$ cat config.mk
export PLATFORM = sky130hd
export DESIGN_NAME = src_reset_combiner
export DESIGN_NICKNAME = d
export VERILOG_FILES = /design/src/src_pkg.sv /design/src/src_bus_if.sv /design/src/src_sync.sv /design/src/src_reset_combiner.sv
export SDC_FILE = /design/constraint.sdc
export NUM_CORES = 1
export LEC_CHECK = 0
export BUFFER_PORTS_ARGS = -buffer_cell sky130_fd_sc_hd__clkbuf_2
export CAP_MARGIN = 20
export CORE_UTILIZATION = 56
export CTS_BUF_LIST = sky130_fd_sc_hd__clkbuf_8
export DETAILED_ROUTE_END_ITERATION = 12
export MAX_ROUTING_LAYER = met4
export PLACE_DENSITY = 0.88
export SLEW_MARGIN = 5
export SYNTH_ARGS = -nofsm -noshare
export SYNTH_HDL_FRONTEND = slang
export SYNTH_SLANG_ARGS = --single-unit
$ cat constraint.sdc
create_clock -name mclk -period 3.4 [get_ports mclk]
set_input_delay 0.34 -clock mclk [delete_from_list [all_inputs] [get_ports mclk]]
set_output_delay 0.34 -clock mclk [all_outputs]
set_load 0.005 [all_outputs]
$ cat src/src_pkg.sv
// Function
// - Accept nine sources: power-on, pin, instruction, watchdog, brownout, mismatch, trap, opcode, wreg.
// - Master system reset is active while any reset source is active.
// - Each reset sets the status bit naming its own cause.
// - Power-on clears all status bits, then sets brownout and power-on bits 1:0.
// - Software may set or clear any status bit, except while power-on is active.
// - Writing a status bit only changes the flag, never causes a reset.
// - Undefined registers are unknown at power-on, kept through other resets.
package src_pkg;
    localparam int NSRC = 9;
    // Cause bit positions in the status word
    localparam int BIT_POR = 0;
    localparam int BIT_BROWN = 1;
    localparam int BIT_PIN = 2;
    localparam int BIT_INSTR = 3;
    localparam int BIT_WDOG = 4;
    localparam int BIT_CFG = 5;
    localparam int BIT_TRAP = 6;
    localparam int BIT_IOP = 7;
    localparam int BIT_WREG = 8;
    localparam logic [11:0] ADDR_STATUS = 12'h000;
    localparam logic [11:0] ADDR_SCRATCH = 12'h004;
    localparam logic [8:0] STATUS_POR_VAL = 9'h003;
    localparam logic [8:0] STATUS_MASK = 9'h1ff;
    localparam logic [31:0] SCRATCH_RST = 32'h00000000;
    localparam int SYNC_STAGES = 2;
endpackage

$ cat src/src_bus_if.sv
`timescale 1ns/1ns
interface src_bus_if;
    logic [8:0] srcRaw;
    logic [8:0] srcSync;
    modport sync (input srcRaw, output srcSync);
    modport core (output srcRaw, input srcSync);
endinterface

$ cat src/src_sync.sv
`timescale 1ns/1ns
module src_sync (
    input wire logic mclk,
    input wire logic resetn,
    src_bus_if.sync bus
);
    logic [8:0] meta_q;
    logic [8:0] meta_d;
    logic [8:0] stab_q;
    logic [8:0] stab_d;
    always_comb begin
        meta_d = bus.srcRaw;
        stab_d = meta_q;
    end
    always_ff @(posedge mclk) begin
        if (!resetn) begin
            meta_q <= 9'h000;
            stab_q <= 9'h000;
        end else begin
            meta_q <= meta_d;
            stab_q <= stab_d;
        end
    end
    assign bus.srcSync = stab_q;
endmodule

$ cat src/src_reset_combiner.sv
// Chosen here: register access over APB and the register offsets.
`timescale 1ns/1ns
module src_reset_combiner (
    input wire logic mclk,
    input wire logic resetn,
    input wire logic powerOnReset,
    input wire logic externalClearPinResetN,
    input wire logic softwareInstructionReset,
    input wire logic watchdogTimeoutReset,
    input wire logic brownoutReset,
    input wire logic configMismatchReset,
    input wire logic trapConflictReset,
    input wire logic illegalOpcodeReset,
    input wire logic uninitWregReset,
    input wire logic psel,
    input wire logic penable,
    input wire logic pwrite,
    input wire logic [11:0] paddr,
    input wire logic [31:0] pwdata,
    input wire logic [3:0] pstrb,
    output logic [31:0] prdata,
    output logic pready,
    output logic pslverr,
    output logic masterSystemReset,
    output logic [8:0] resetCauseStatus
);
    src_bus_if bus ();
    logic [8:0] src;
    logic [8:0] srcPrev_q;
    logic [8:0] srcPrev_d;
    logic [8:0] status_q;
    logic [8:0] status_d;
    logic [31:0] scratch_q;
    logic [31:0] scratch_d;
    logic [31:0] prdata_q;
    logic [31:0] prdata_d;
    logic pready_q;
    logic pready_d;
    logic pslverr_q;
    logic pslverr_d;
    logic master_system_reset_q;
    logic master_system_reset_d;
    logic setup;
    logic wrStatus;
    logic wrScratch;
    logic mapped;
    logic [8:0] rise;

    function automatic logic [31:0] byteMerge(input logic [31:0] old,
                                              input logic [31:0] nw,
                                              input logic [3:0] strb);
        logic [31:0] r;
        r = old;
        for (int i = 0; i < 4; i++) begin
            if (strb[i]) begin
                r[i*8 +: 8] = nw[i*8 +: 8];
            end
        end
        return r;
    endfunction

    // Decode is shared by the write strobes, the error flag and the read mux
    function automatic logic isStatus(input logic [11:0] addr);
        return addr == src_pkg::ADDR_STATUS;
    endfunction

    function automatic logic isScratch(input logic [11:0] addr);
        return addr == src_pkg::ADDR_SCRATCH;
    endfunction

    // Byte lane 0 carries bits 7:0, lane 1 carries bit 8
    function automatic logic [8:0] statusMerge(input logic [8:0] old,
                                               input logic [31:0] nw,
                                               input logic [3:0] strb);
        logic [8:0] r;
        r = old;
        if (strb[0]) begin
            r[7:0] = nw[7:0];
        end
        if (strb[1]) begin
            r[8] = nw[8];
        end
        return r;
    endfunction

    always_comb begin
        bus.srcRaw = 9'h000;
        bus.srcRaw[src_pkg::BIT_POR] = powerOnReset;
        bus.srcRaw[src_pkg::BIT_BROWN] = brownoutReset;
        bus.srcRaw[src_pkg::BIT_PIN] = ~externalClearPinResetN;
        bus.srcRaw[src_pkg::BIT_INSTR] = softwareInstructionReset;
        bus.srcRaw[src_pkg::BIT_WDOG] = watchdogTimeoutReset;
        bus.srcRaw[src_pkg::BIT_CFG] = configMismatchReset;
        bus.srcRaw[src_pkg::BIT_TRAP] = trapConflictReset;
        bus.srcRaw[src_pkg::BIT_IOP] = illegalOpcodeReset;
        bus.srcRaw[src_pkg::BIT_WREG] = uninitWregReset;
    end

    src_sync u_sync (
        .mclk(mclk),
        .resetn(resetn),
        .bus(bus)
    );

    assign src = bus.srcSync;
    assign setup = psel & ~penable;
    assign mapped = isStatus(paddr) | isScratch(paddr);
    assign wrStatus = psel & penable & pwrite & pready_q & isStatus(paddr);
    assign wrScratch = psel & penable & pwrite & pready_q & isScratch(paddr);
    assign rise = src & ~srcPrev_q;

    always_comb begin
        srcPrev_d = src;
        master_system_reset_d = |src;
    end

    // The output starts asserted, but is released on the first edge after resetn while the synchroniser still holds zeros
    always_ff @(posedge mclk) begin
        if (!resetn) begin
            srcPrev_q <= 9'h000;
            master_system_reset_q <= 1'h1;
        end else begin
            srcPrev_q <= srcPrev_d;
            master_system_reset_q <= master_system_reset_d;
        end
    end

    always_comb begin
        status_d = wrStatus ? statusMerge(status_q, pwdata, pstrb) : status_q;
        // set on cause
        // Applied after the write so a clear never hides a fresh cause
        status_d = status_d | rise;
        if (src[src_pkg::BIT_POR]) begin
            status_d = src_pkg::STATUS_POR_VAL;
        end
    end

    // Status and scratch are not cleared by resetn: power-on defines status, scratch stays unknown until written
    always_ff @(posedge mclk) begin
        status_q <= status_d;
    end

    always_comb begin
        scratch_d = scratch_q;
        if (wrScratch) begin
            scratch_d = byteMerge(scratch_q, pwdata, pstrb);
        end
    end

    always_ff @(posedge mclk) begin
        scratch_q <= scratch_d;
    end

    always_comb begin
        // No wait state: setup, then access with pready
        pready_d = setup;
        pslverr_d = setup & ~mapped;
        prdata_d = 32'h00000000;
        if (setup && !pwrite) begin
            if (isStatus(paddr)) begin
                prdata_d = {23'h000000, status_q};
            end else if (isScratch(paddr)) begin
                prdata_d = scratch_q;
            end
        end
    end

    always_ff @(posedge mclk) begin
        if (!resetn) begin
            pready_q <= 1'h0;
            pslverr_q <= 1'h0;
            prdata_q <= 32'h00000000;
        end else begin
            pready_q <= pready_d;
            pslverr_q <= pslverr_d;
            prdata_q <= prdata_d;
        end
    end

    assign prdata = prdata_q;
    assign pready = pready_q;
    assign pslverr = pslverr_q;
    assign masterSystemReset = master_system_reset_q;
    assign resetCauseStatus = status_q;
endmodule

## Word-level counts from Yosys, hierarchy flattened

Cells that the tools add are included.

- Equal/unequal tests: 1
- Mux-type cells: 5
- Bitwise gates (word level): 17
- Reduce and logical (&&, ||, !) cells: 10

Operator list:

| kind | count |
|---|---|
| 2-to-1 mux 9 bit | 3 |
| equality test 12 x 3 -> 1 bit (second input constant) | 1 |
| logical NOT 12 bit | 1 |
| AND reduction 2 bit | 5 |
| AND 9 bit | 1 |
| NOT 9 bit | 1 |
| OR 9 bit | 1 |
| OR reduction 9 bit | 1 |
| 2-to-1 mux 8 bit | 1 |
| AND 1 bit | 7 |
| NOT 1 bit | 6 |
| OR reduction 4 bit | 1 |
| logical AND 1 bit | 1 |
| logical NOT 1 bit | 1 |
| 2-to-1 mux 1 bit | 1 |
| OR 1 bit | 1 |

- Register bits: 103
- Input port bits: 62
- Output and inout bits: 44
- Word-level logic and storage cells: 46

## Logic depth before layout (Yosys ltp)

Gate-level depths: netlist of the first run.

- Depth after elaboration: 6
- Gate-level depth with buffers: 5
- Gate-level depth less buffers: 4

## Modules after synthesis

Synthesis of the first run repeated with hierarchy kept, for this count alone.

- Cell total of the unflattened synthesis: 234
- Area total of the unflattened synthesis: 3279.4 um^2

By module, submodules not included:

| module | times used | cells each | area an instance (um^2) | sequential area each (um^2) |
|---|---|---|---|---|
| src_reset_combiner | 1 | 197 | 2777.7 | 2001.9 |
| src_sync | 1 | 37 | 501.7 | 360.3 |

## Least setup slack after synthesis of the first run

OpenSTA, ideal clock, no wires.

- Kind: in2reg
- Start: in paddr[5]
- End: reg scratch_q[0], enable pin
- Setup time: 332 ps
- Arrival time: 1252 ps
- Required time: 3068 ps
- Setup slack: 1817 ps
- Cell stages on the path: 3
- Path buffers: 0
- Path through: nor4_4 -> and4_1 -> and3_1

- Cells in the longest elaborated chain, start to end: 3

Ends and longest elaborated chain:

| what | RTL line | RTL |
|---|---|---|
| from (decl) | src_reset_combiner.sv:18 | `input wire logic [11:0] paddr,` |
| equality test 12 x 3 -> 1 bit | src_reset_combiner.sv:68 | `return addr == src_pkg::ADDR_SCRATCH;` |
| AND 1 bit | src_reset_combiner.sv:109 | `assign wrScratch = psel & penable & pwrite & pready_q & isScratch(paddr);` |
| AND reduction 2 bit (no source line) | - |  |
| to (signal assigned) | src_reset_combiner.sv:151 | `scratch_q <= scratch_d;` |
| to (decl) | src_reset_combiner.sv:33 | `logic [31:0] scratch_q;` |

Every way passes these cells.
A chain may end at the register's enable or synchronous reset.

## Final worst setup path of the first run

- Start: reg pready_q (netlist: pready)
- End: reg status_q[0] (netlist: resetCauseStatus[0])

- Cells in the longest elaborated chain, start to end: 4

Ends and longest elaborated chain:

| what | RTL line | RTL |
|---|---|---|
| from (decl) | src_reset_combiner.sv:37 | `logic pready_q;` |
| from (signal assigned) | src_reset_combiner.sv:174 | `pready_q <= pready_d;` |
| AND 1 bit (2 in a row) | src_reset_combiner.sv:108 | `assign wrStatus = psel & penable & pwrite & pready_q & isStatus(paddr);` |
| 2-to-1 mux 9 bit | src_reset_combiner.sv:129 | `status_d = wrStatus ? statusMerge(status_q, pwdata, pstrb) : status_q;` |
| OR 9 bit | src_reset_combiner.sv:132 | `status_d = status_d \| rise;` |
| to (signal assigned) | src_reset_combiner.sv:140 | `status_q <= status_d;` |
| to (decl) | src_reset_combiner.sv:31 | `logic [8:0] status_q;` |

Every way passes these cells.

==> reports/metrics.cfg, run 1 <==
[yosys]
synth_top_area_cell = dfxtp_1
synth_area_per_cell_sq_um = 13.9
netlist.area_leader.share = 0.431
syn_nets = 296
syn_area_sq_mm = 0.00325
yosys_register_bits = 102
yosysSeqAreaShare = 0.726
synth_cell_types = 31
yosysWarnings = 0
synthCells = 234
synthTopCellsByArea = dfxtp_1 43%, edfxtp_1 30%, and2_1 9.4%

[cts]
clockRootBuffer = clkbuf_8
clk_latency_ns = 0.35
postCtsSetupRepairBufs = 0
htree_levels = 3
cts_tree = yes
cts.sinks = 102
cts_hold_buffers = 0
clkSlewWorstSetupHoldPaths_ns = 0.09
clockBufferDepth = 2
ctsResizeCount = 0
cts_buffers = 9

[critical_path]
startpoint_type = register
cp-end-kind = register
crit_chain = and4_1, nand4_2, or3_1, a21o_1
r2r_end = resetCauseStatus[0]
cpPeakStageDelay_ns = 0.47
regToRegSetupSlack_ns = 1.73
critical_path_class = reg -> reg
reg2reg_depth = 4
critPathSlowestCell = or3_1
worstReg2RegStart = pready
crit_path_max_fanout = 18
crit_required_ns = 3.65
arrival_ns = 1.93

[drt]
dr_total_vias = 2029
drcViolationCount = 0
drtIter0Drc = 84
routed_wl_um = 5700
drt_first_pass_iters = 6
ant_nets = 0
wl_per_cell_um = 13.6
avgViaCountPerCell = 4.85

[finish]
antenna_cells = 0
layout-drive-gt1-share = 0.373
design_area_sq_mm = 0.00404
area_growth_pct = 24.0
fill_cells = 399
final_nets = 403
final_core_util = 0.728

[sta]
setup_tns_ns = 0
finalSetupViolCount = 0
fin_ws_ns = 1.73
worst_pin_slew_ns = 0.636
rsz0062_at_grt = false
period_minus_slack_ns = 1.67
max_freq_mhz = 597
slew_viol_final = 0
finalClockSkew_ns = 0.00917
finalHoldViolCount = 0
slew_headroom = 0.574
post-route-period-util = 0.492

[worst_hold_path]
min_from = externalClearPinResetN
whs_path_depth = 2
hold_path_class = in -> reg
hold_end = u_sync.meta_q[2]

[die]
boundaryPins = 106
die-area_sq_mm = 0.00612
chipWidth_um = 78.2
start_util = 0.587
core-area_sq_mm = 0.00554
rows = 27
die_y_um = 78.2

[power_and_ir_drop]
cellLeakagePower_uw = 0.00174
power_density_mw_per_mm2 = 548
vdd_ir_drop_max_uv = 325

[global_route]
grt_max_degree = 30
grt_pass1_vias = 1838
antenna_found_initial = 0
grt-ovfl-total = 0
grt_usage = 0.203
grt_pass1_wl_um = 8860

[placed_design]
place_area_sq_mm = 0.00382
place.gp.congestion = 0.836
place.port_buffers = 105
post-dp-hpwl_um = 4140
place_ws_ns = 1.41

[run_status]
status = finished, final reports clean

[flow_run]
drv_cap = 0

## synthesized netlist by cell type
| cell | count |
|---|---|
| o21ba_2 | 1 |
| buf_1 | 1 |
| nor4_4 | 2 |
| a22o_1 | 9 |
| o21bai_1 | 1 |
| nor3_2 | 2 |
| o21ai_0 | 7 |
| inv_1 | 1 |
| a21oi_1 | 1 |
| or3_1 | 8 |
| dfxtp_1 | 70 |
| and3_1 | 4 |
| buf_6 | 3 |
| and3b_1 | 1 |
| o21ai_1 | 1 |
| nand3_1 | 1 |
| buf_2 | 1 |
| nand4_2 | 2 |
| nor4_1 | 2 |
| edfxtp_1 | 32 |
| nand2_1 | 7 |
| nor3_1 | 1 |
| and2_1 | 49 |
| nand4b_1 | 1 |
| a31oi_1 | 7 |
| nand2b_1 | 9 |
| and4_1 | 2 |
| nor2b_1 | 1 |
| clkbuf_1 | 5 |
| nor3b_4 | 1 |
| a21o_1 | 1 |
## registers in the layout, summed over array words and instances (netlist names), 8 cells and up
name / flops
resetCauseStatus: 9
u_sync.bus.srcSync: 9
srcPrev_q: 8
u_sync.meta_q: 9
scratch_q: 32
prdata: 32
## critical path, delay by kind of cell (launching register included)
| family | cells | cell delay, ns |
|---|---|---|
| compound gates | 1 | 0.16 |
| flops | 1 | 0.34 |
| simple gates | 3 | 1.08 |
## through the flow
step                instances  power [uW]  hold WS, ns
CTS                       418        2220        0.132
floorplan                 234        1360        0.412
detailed placement        402        1430        0.418
finish                    418        2210        0.148
global placement          402        1420        0.414
global route              418        2290        0.135
## cell type report
cell class,instances,area [sq um],area share
clock buffers,9,124,0.0307
clock inverters,7,95.1,0.0236
inverters,1,3.75,0.000930
multi-input cells,121,827,0.205
flip-flops and latches,102,2360,0.585
well taps,72,90.1,0.0223
repair buffers,106,533,0.132
## routing by layer
metal / wire length [um] / global-route usage / vias to the layer above
li1: - / - / 1027
met1: 2440 / 0.246 / 924
met2: 2900 / 0.325 / 72
met3: 275 / 0.0360 / 6
met4: 80 / 0.111 / 0
met5: 0 / - / -
## worst max-delay path by stage
| stage | startpoint | endpoint | slack, ns |
|---|---|---|---|
| after floorplan | paddr[5] | scratch_q[0] | 1.82 |
| after global placement | resetn | prdata[4] | 1.45 |
| after detailed placement | resetn | prdata[23] | 1.41 |
| after CTS | pready | resetCauseStatus[0] | 1.75 |
| after global routing | resetn | prdata[9] | 1.59 |
| final | pready | resetCauseStatus[0] | 1.73 |
## where the power goes
part / leakage [uW] / switching, uW / total [uW] / internal, uW
Clock: 0.000108 / 395 / 811 / 416
Sequential: 0.000859 / 17.3 / 1300 / 1280
Combinational: 0.000769 / 46.3 / 101 / 54.5
## cells by family (layout without fill, tap and decap cells)
family,Yosys count,after routing,synth area share
DFF,102,102,0.726
and+or+nand+nor,93,93,0.195
AOI/OAI and AO/OA,28,28,0.0592
buffers and inverters,11,123,0.0200
## cell usage in the layout, fill, tap and decap left out, drive strengths merged, types with 7 or more instances in the layout
cell and instances:
clkbuf 114, o21ai 8, a31oi 7, nand2 7
nand2b 9, or3 8, a22o 9, and2 49
edfxtp 32, dfxtp 70
Power figures use the tool's default switching activity.
==> run 2: changes to the inputs <==
- CORE_UTILIZATION: 56 -> 52
- PLACE_DENSITY: 0.88 -> 0.83
- clock period: 3.4 -> 1.67 ns (I/O delays scaled with it)
==> run 2 against run 1 <==
Compared with the run above:
- largest cell class unchanged
- global-route usage grew 0.46 points
- die area grew 7.5%
- design area grew 10%
- first-iteration DRC count grew 51%
- maximum frequency grew 3.1%
- cell count grew 11%
- register-to-register slack lost 1.7 ns
==> reports/metrics.cfg, run 2 (synthesis results as in run 1) <==
[global_route]
grt_max_degree = 33
grt_pass1_wl_um = 9500
grt_usage = 0.208
grt-ovfl-total = 0
antenna_found_initial = 0
grt_pass1_vias = 2004

[placed_design]
post-dp-hpwl_um = 4110
place.gp.congestion = 0.846
place_area_sq_mm = 0.00390
place.port_buffers = 105
dp_cells = 414

[critical_path]
critPathLaunch = pready
crit_cells = 4
worstReg2RegStart = pready
crit_required_ns = 1.95
critPathSlowestCell = or3_1
crit_path_max_fanout = 14
worstSetupEndpoint = resetCauseStatus[3]
reg2reg_depth = 4
r2r_end = resetCauseStatus[3]
critical-path-top-delay-family = simple AND/OR/NAND/NOR gates
cp-end-kind = register
crit_buf_inv = 0
regToRegSetupSlack_ns = 0.05
cpPeakStageDelay_ns = 0.46
startpoint_type = register
crit_chain = and4_1, nand4_2, or3_1, a31oi_1
arrival_ns = 1.90
critical_path_class = reg -> reg

[finish]
antenna_cells = 0
layout-drive-gt1-share = 0.357
instances_no_fill = 464
design_area_sq_mm = 0.00444
most-common-layout-cells = 105 x clkbuf_2, 70 x dfxtp_1, 49 x and2_1
final_common_cell = clkbuf_2
fill_cells = 382
final_nets = 446
area_growth_pct = 36.4

[sta]
rsz0062_at_grt = true
finalSetupViolCount = 0
worst_pin_slew_ns = 0.404
max_freq_mhz = 616
finalClockSkew_ns = 0.0151
slew_viol_final = 0
finalHoldViolCount = 0
post-route-period-util = 0.972
period_minus_slack_ns = 1.62
slew_headroom = 0.731

[run_status]
status = finished, final reports clean

[die]
boundaryPins = 106
rows = 28
die_y_um = 81.1
die-area_sq_mm = 0.00658
core-area_sq_mm = 0.00599
start_util = 0.543
chipWidth_um = 81.1

[drt]
dr_total_vias = 2225
drcViolationCount = 0
avgViaCountPerCell = 4.80
drtIter0Drc = 127
wl_per_cell_um = 13.4
routed_wl_um = 6230
ant_nets = 0
drt_first_pass_iters = 4

[worst_hold_path]
hold_path_class = in -> reg

[cts]
clk_latency_ns = 0.36
clkSlewWorstSetupHoldPaths_ns = 0.09
clockBufferDepth = 2
htree_levels = 3
clockRootBuffer = clkbuf_8
cts_buffers = 9
cts_tree = yes
cts.sinks = 102

[power_and_ir_drop]
vdd_ir_drop_max_uv = 753
power.total_uw = 4430
cellLeakagePower_uw = 0.00191
power_density_mw_per_mm2 = 998

[flow_run]
drv_cap = 0

## run 2: worst min path at each step
stage	cells past startpoint	slack (ns)	from	to
2_1_floorplan	1	0.24	externalClearPinResetN	u_sync.meta_q[2]
3_3_place_gp	2	0.32	externalClearPinResetN	u_sync.meta_q[2]
3_5_place_dp	2	0.33	externalClearPinResetN	u_sync.meta_q[2]
4_1_cts	2	0.002	brownoutReset	u_sync.meta_q[1]
5_1_grt	1	0.007	pwdata[5]	scratch_q[5]
6_report	2	0.02	brownoutReset	u_sync.meta_q[1]
## run 2: repair_timing
action                                 in CTS  in global routing
setup endpoints to repair                   0                  3
buffers inserted                            0                  0
gates resized for setup                     0                  1
hold buffers                               34                  0
endpoints found under the hold margin      34                  0
## run 2: power breakdown
group          internal (uW)  leakage [uW]  switching [uW]
logic                    169      0.000958             110
clock network            695     0.0000933             810
registers               2610      0.000859            37.1
## run 2: final cells by class
| class | count | area [sq um] | area share |
|---|---|---|---|
| clock buffer | 9 | 124 | 0.0279 |
| timing repair buffer | 149 | 953 | 0.215 |
| inverter | 1 | 3.75 | 0.000846 |
| multi-input combinational | 121 | 828 | 0.187 |
| tap | 75 | 93.8 | 0.0211 |
| sequential | 102 | 2360 | 0.532 |
| clock inverter | 7 | 73.8 | 0.0166 |
## run 2: worst reg2reg max path, delay by kind of cell (launching register included)
family | cells | cell delay (ns)
AND/OR/NAND/NOR | 3 | 1.03
flip-flops | 1 | 0.33
AO/OA/AOI/OAI | 1 | 0.19
## run 2: per-layer routing
metal / track usage / part of all wire
met5: - / 0
met4: 0.102 / 0.023
met3: 0.0449 / 0.051
met2: 0.345 / 0.51
met1: 0.239 / 0.42
## run 2: through the flow
stage | setup TNS [ns] | utilization | worst slack [ns] | hold WS, ns
2_1_floorplan | 0 | - | 0.260 | 0.239
4_1_cts | 0 | 0.741 | 0.0612 | 0.00233
5_1_grt | -0.0334 | 0.741 | -0.0227 | 0.00652
3_3_place_gp | 0 | 0.651 | 0.00556 | 0.323
3_5_place_dp | -0.947 | 0.651 | -0.0680 | 0.332
6_report | 0 | 0.741 | 0.0462 | 0.0157
==> run 3: changes to the inputs <==
==> constraint.sdc (replaced) <==
create_clock -name mclk -period 1.67 [get_ports mclk]
set_input_delay 0.2505 -clock mclk [delete_from_list [all_inputs] [get_ports mclk]]
set_output_delay 0.2505 -clock mclk [all_outputs]
set_load 0.005 [all_outputs]
==> run 3 against run 2 <==
Compared with the run above:
- design area is 6.0% lower
- largest power group unchanged
- first-iteration DRC count shrank 11%
- critical path type unchanged
- critical endpoint unchanged
- cell count decreased by 7.1%
- flip-flop and latch count did not move
- clock power rose by 30%
- power rose by 8.8%
==> reports/metrics.cfg, run 3 (synthesis results as in run 1) <==
[run_status]
status = finished, final reports clean

[cts]
htree_levels = 3
clk_latency_ns = 0.36
ctsResizeCount = 0
cts_tree = yes
cts_buffers = 9
clockRootBuffer = clkbuf_8
clockBufferDepth = 2
clkSlewWorstSetupHoldPaths_ns = 0.09
cts.sinks = 102
postCtsSetupRepairBufs = 0
cts_hold_buffers = 0

[drt]
drt_first_pass_iters = 4
routed_wl_um = 5670
wl_per_cell_um = 13.2
dr_total_vias = 2069
ant_nets = 0
drtIter0Drc = 113
avgViaCountPerCell = 4.80
drcViolationCount = 0

[finish]
layout-drive-gt1-share = 0.390
area_growth_pct = 28.2
antenna_cells = 0
final_nets = 413
design_area_sq_mm = 0.00417
most-common-layout-cells = 105 x clkbuf_2, 70 x dfxtp_1, 49 x and2_1
final_common_cell = clkbuf_2

[die]
rows = 28
boundaryPins = 106
core-area_sq_mm = 0.00599
die-area_sq_mm = 0.00658
die_y_um = 81.1
chipWidth_um = 81.1
start_util = 0.543

[critical_path]
critPathSlowestCell = or3_1
crit_path_max_fanout = 14
cp-end-kind = register
crit_buf_inv = 1
startpoint_type = register
crit_chain = and4_1, nand4_2, buf_4, or3_1, a31oi_1
critical-path-top-delay-family = simple AND/OR/NAND/NOR gates
critical_path_class = reg -> reg
crit_required_ns = 1.95
arrival_ns = 1.81
cpPeakStageDelay_ns = 0.36

[placed_design]
place.port_buffers = 105
place_area_sq_mm = 0.00391
place.gp.congestion = 0.838
post-dp-hpwl_um = 4200

[power_and_ir_drop]
internal_power_uw = 3880
vdd_ir_drop_max_uv = 672
switchingPower_uw = 942
power.total_uw = 4820
switching_share = 0.196
power_density_mw_per_mm2 = 1150
cellLeakagePower_uw = 0.00181
pwr-share-seq = 0.549
power.share.clock = 0.407
p_comb_frac = 0.044

[flow_run]
drv_cap = 0

[global_route]
grt_pass1_wl_um = 8690
grt_pass1_vias = 1807
grt_max_degree = 33
grt-ovfl-total = 0
grt_usage = 0.195
antenna_found_initial = 0

[sta]
slew_headroom = 0.744
period_minus_slack_ns = 1.53
finalHoldViolCount = 0
finalClockSkew_ns = 0.00725
max_freq_mhz = 655
worst_pin_slew_ns = 0.383
finalSetupViolCount = 0
post-route-period-util = 0.914
slew_viol_final = 0
rsz0062_at_grt = false

[worst_hold_path]
hold_path_class = in -> reg

[run 3: metal layers]
metal | part of all wire | track usage | vias up | wire length (um)
met1 | 0.41 | 0.236 | 927 | 2350
met5 | 0 | - | - | 0
met2 | 0.50 | 0.288 | 82 | 2840
met4 | 0.020 | 0.109 | 0 | 116
li1 | - | - | 1048 | -
met3 | 0.064 | 0.0596 | 12 | 362
[run 3: area by class of cell]
cell class	instances	area, sq um
repair buffers	116	621
clock buffers	9	124
clock inverters	7	141
inverters	1	3.75
fillers	427	1820
multi-input cells	121	827
well taps	75	93.8
flip-flops and latches	102	2360
[run 3: worst paths after layout]
check,startpoint,end,slack (ns),cells past startpoint
setup reg to reg,pready,resetCauseStatus[3],0.14,5
hold / removal,externalClearPinResetN,u_sync.meta_q[2],0.03,2
hold reg to reg,u_sync.meta_q[7],u_sync.bus.srcSync[7],0.43,1
setup / recovery,pready,resetCauseStatus[3],0.14,5
[run 3: power by group through the flow]
stage | registers, uW | clock network [uW] | logic [uW]
2_1_floorplan | 2690 | 0 | 73.4
3_3_place_gp | 2700 | 0 | 202
3_5_place_dp | 2700 | 0 | 212
4_1_cts | 2650 | 2000 | 213
5_1_grt | 2650 | 2130 | 235
6_report | 2650 | 1960 | 210
[run 3: metrics by stage]
stage | util | hold slack, ns | setup TNS (ns) | worst slack [ns] | cells
after floorplan | - | 0.322 | 0 | 0.176 | 234
after CTS | 0.697 | 0.0173 | 0 | 0.158 | 431
after detailed placement | 0.652 | 0.410 | -0.929 | -0.0425 | 415
final | 0.697 | 0.0333 | 0 | 0.143 | 431
after global routing | 0.697 | 0.0320 | 0 | 0.0421 | 431
after global placement | 0.652 | 0.406 | -0.381 | -0.0144 | 415
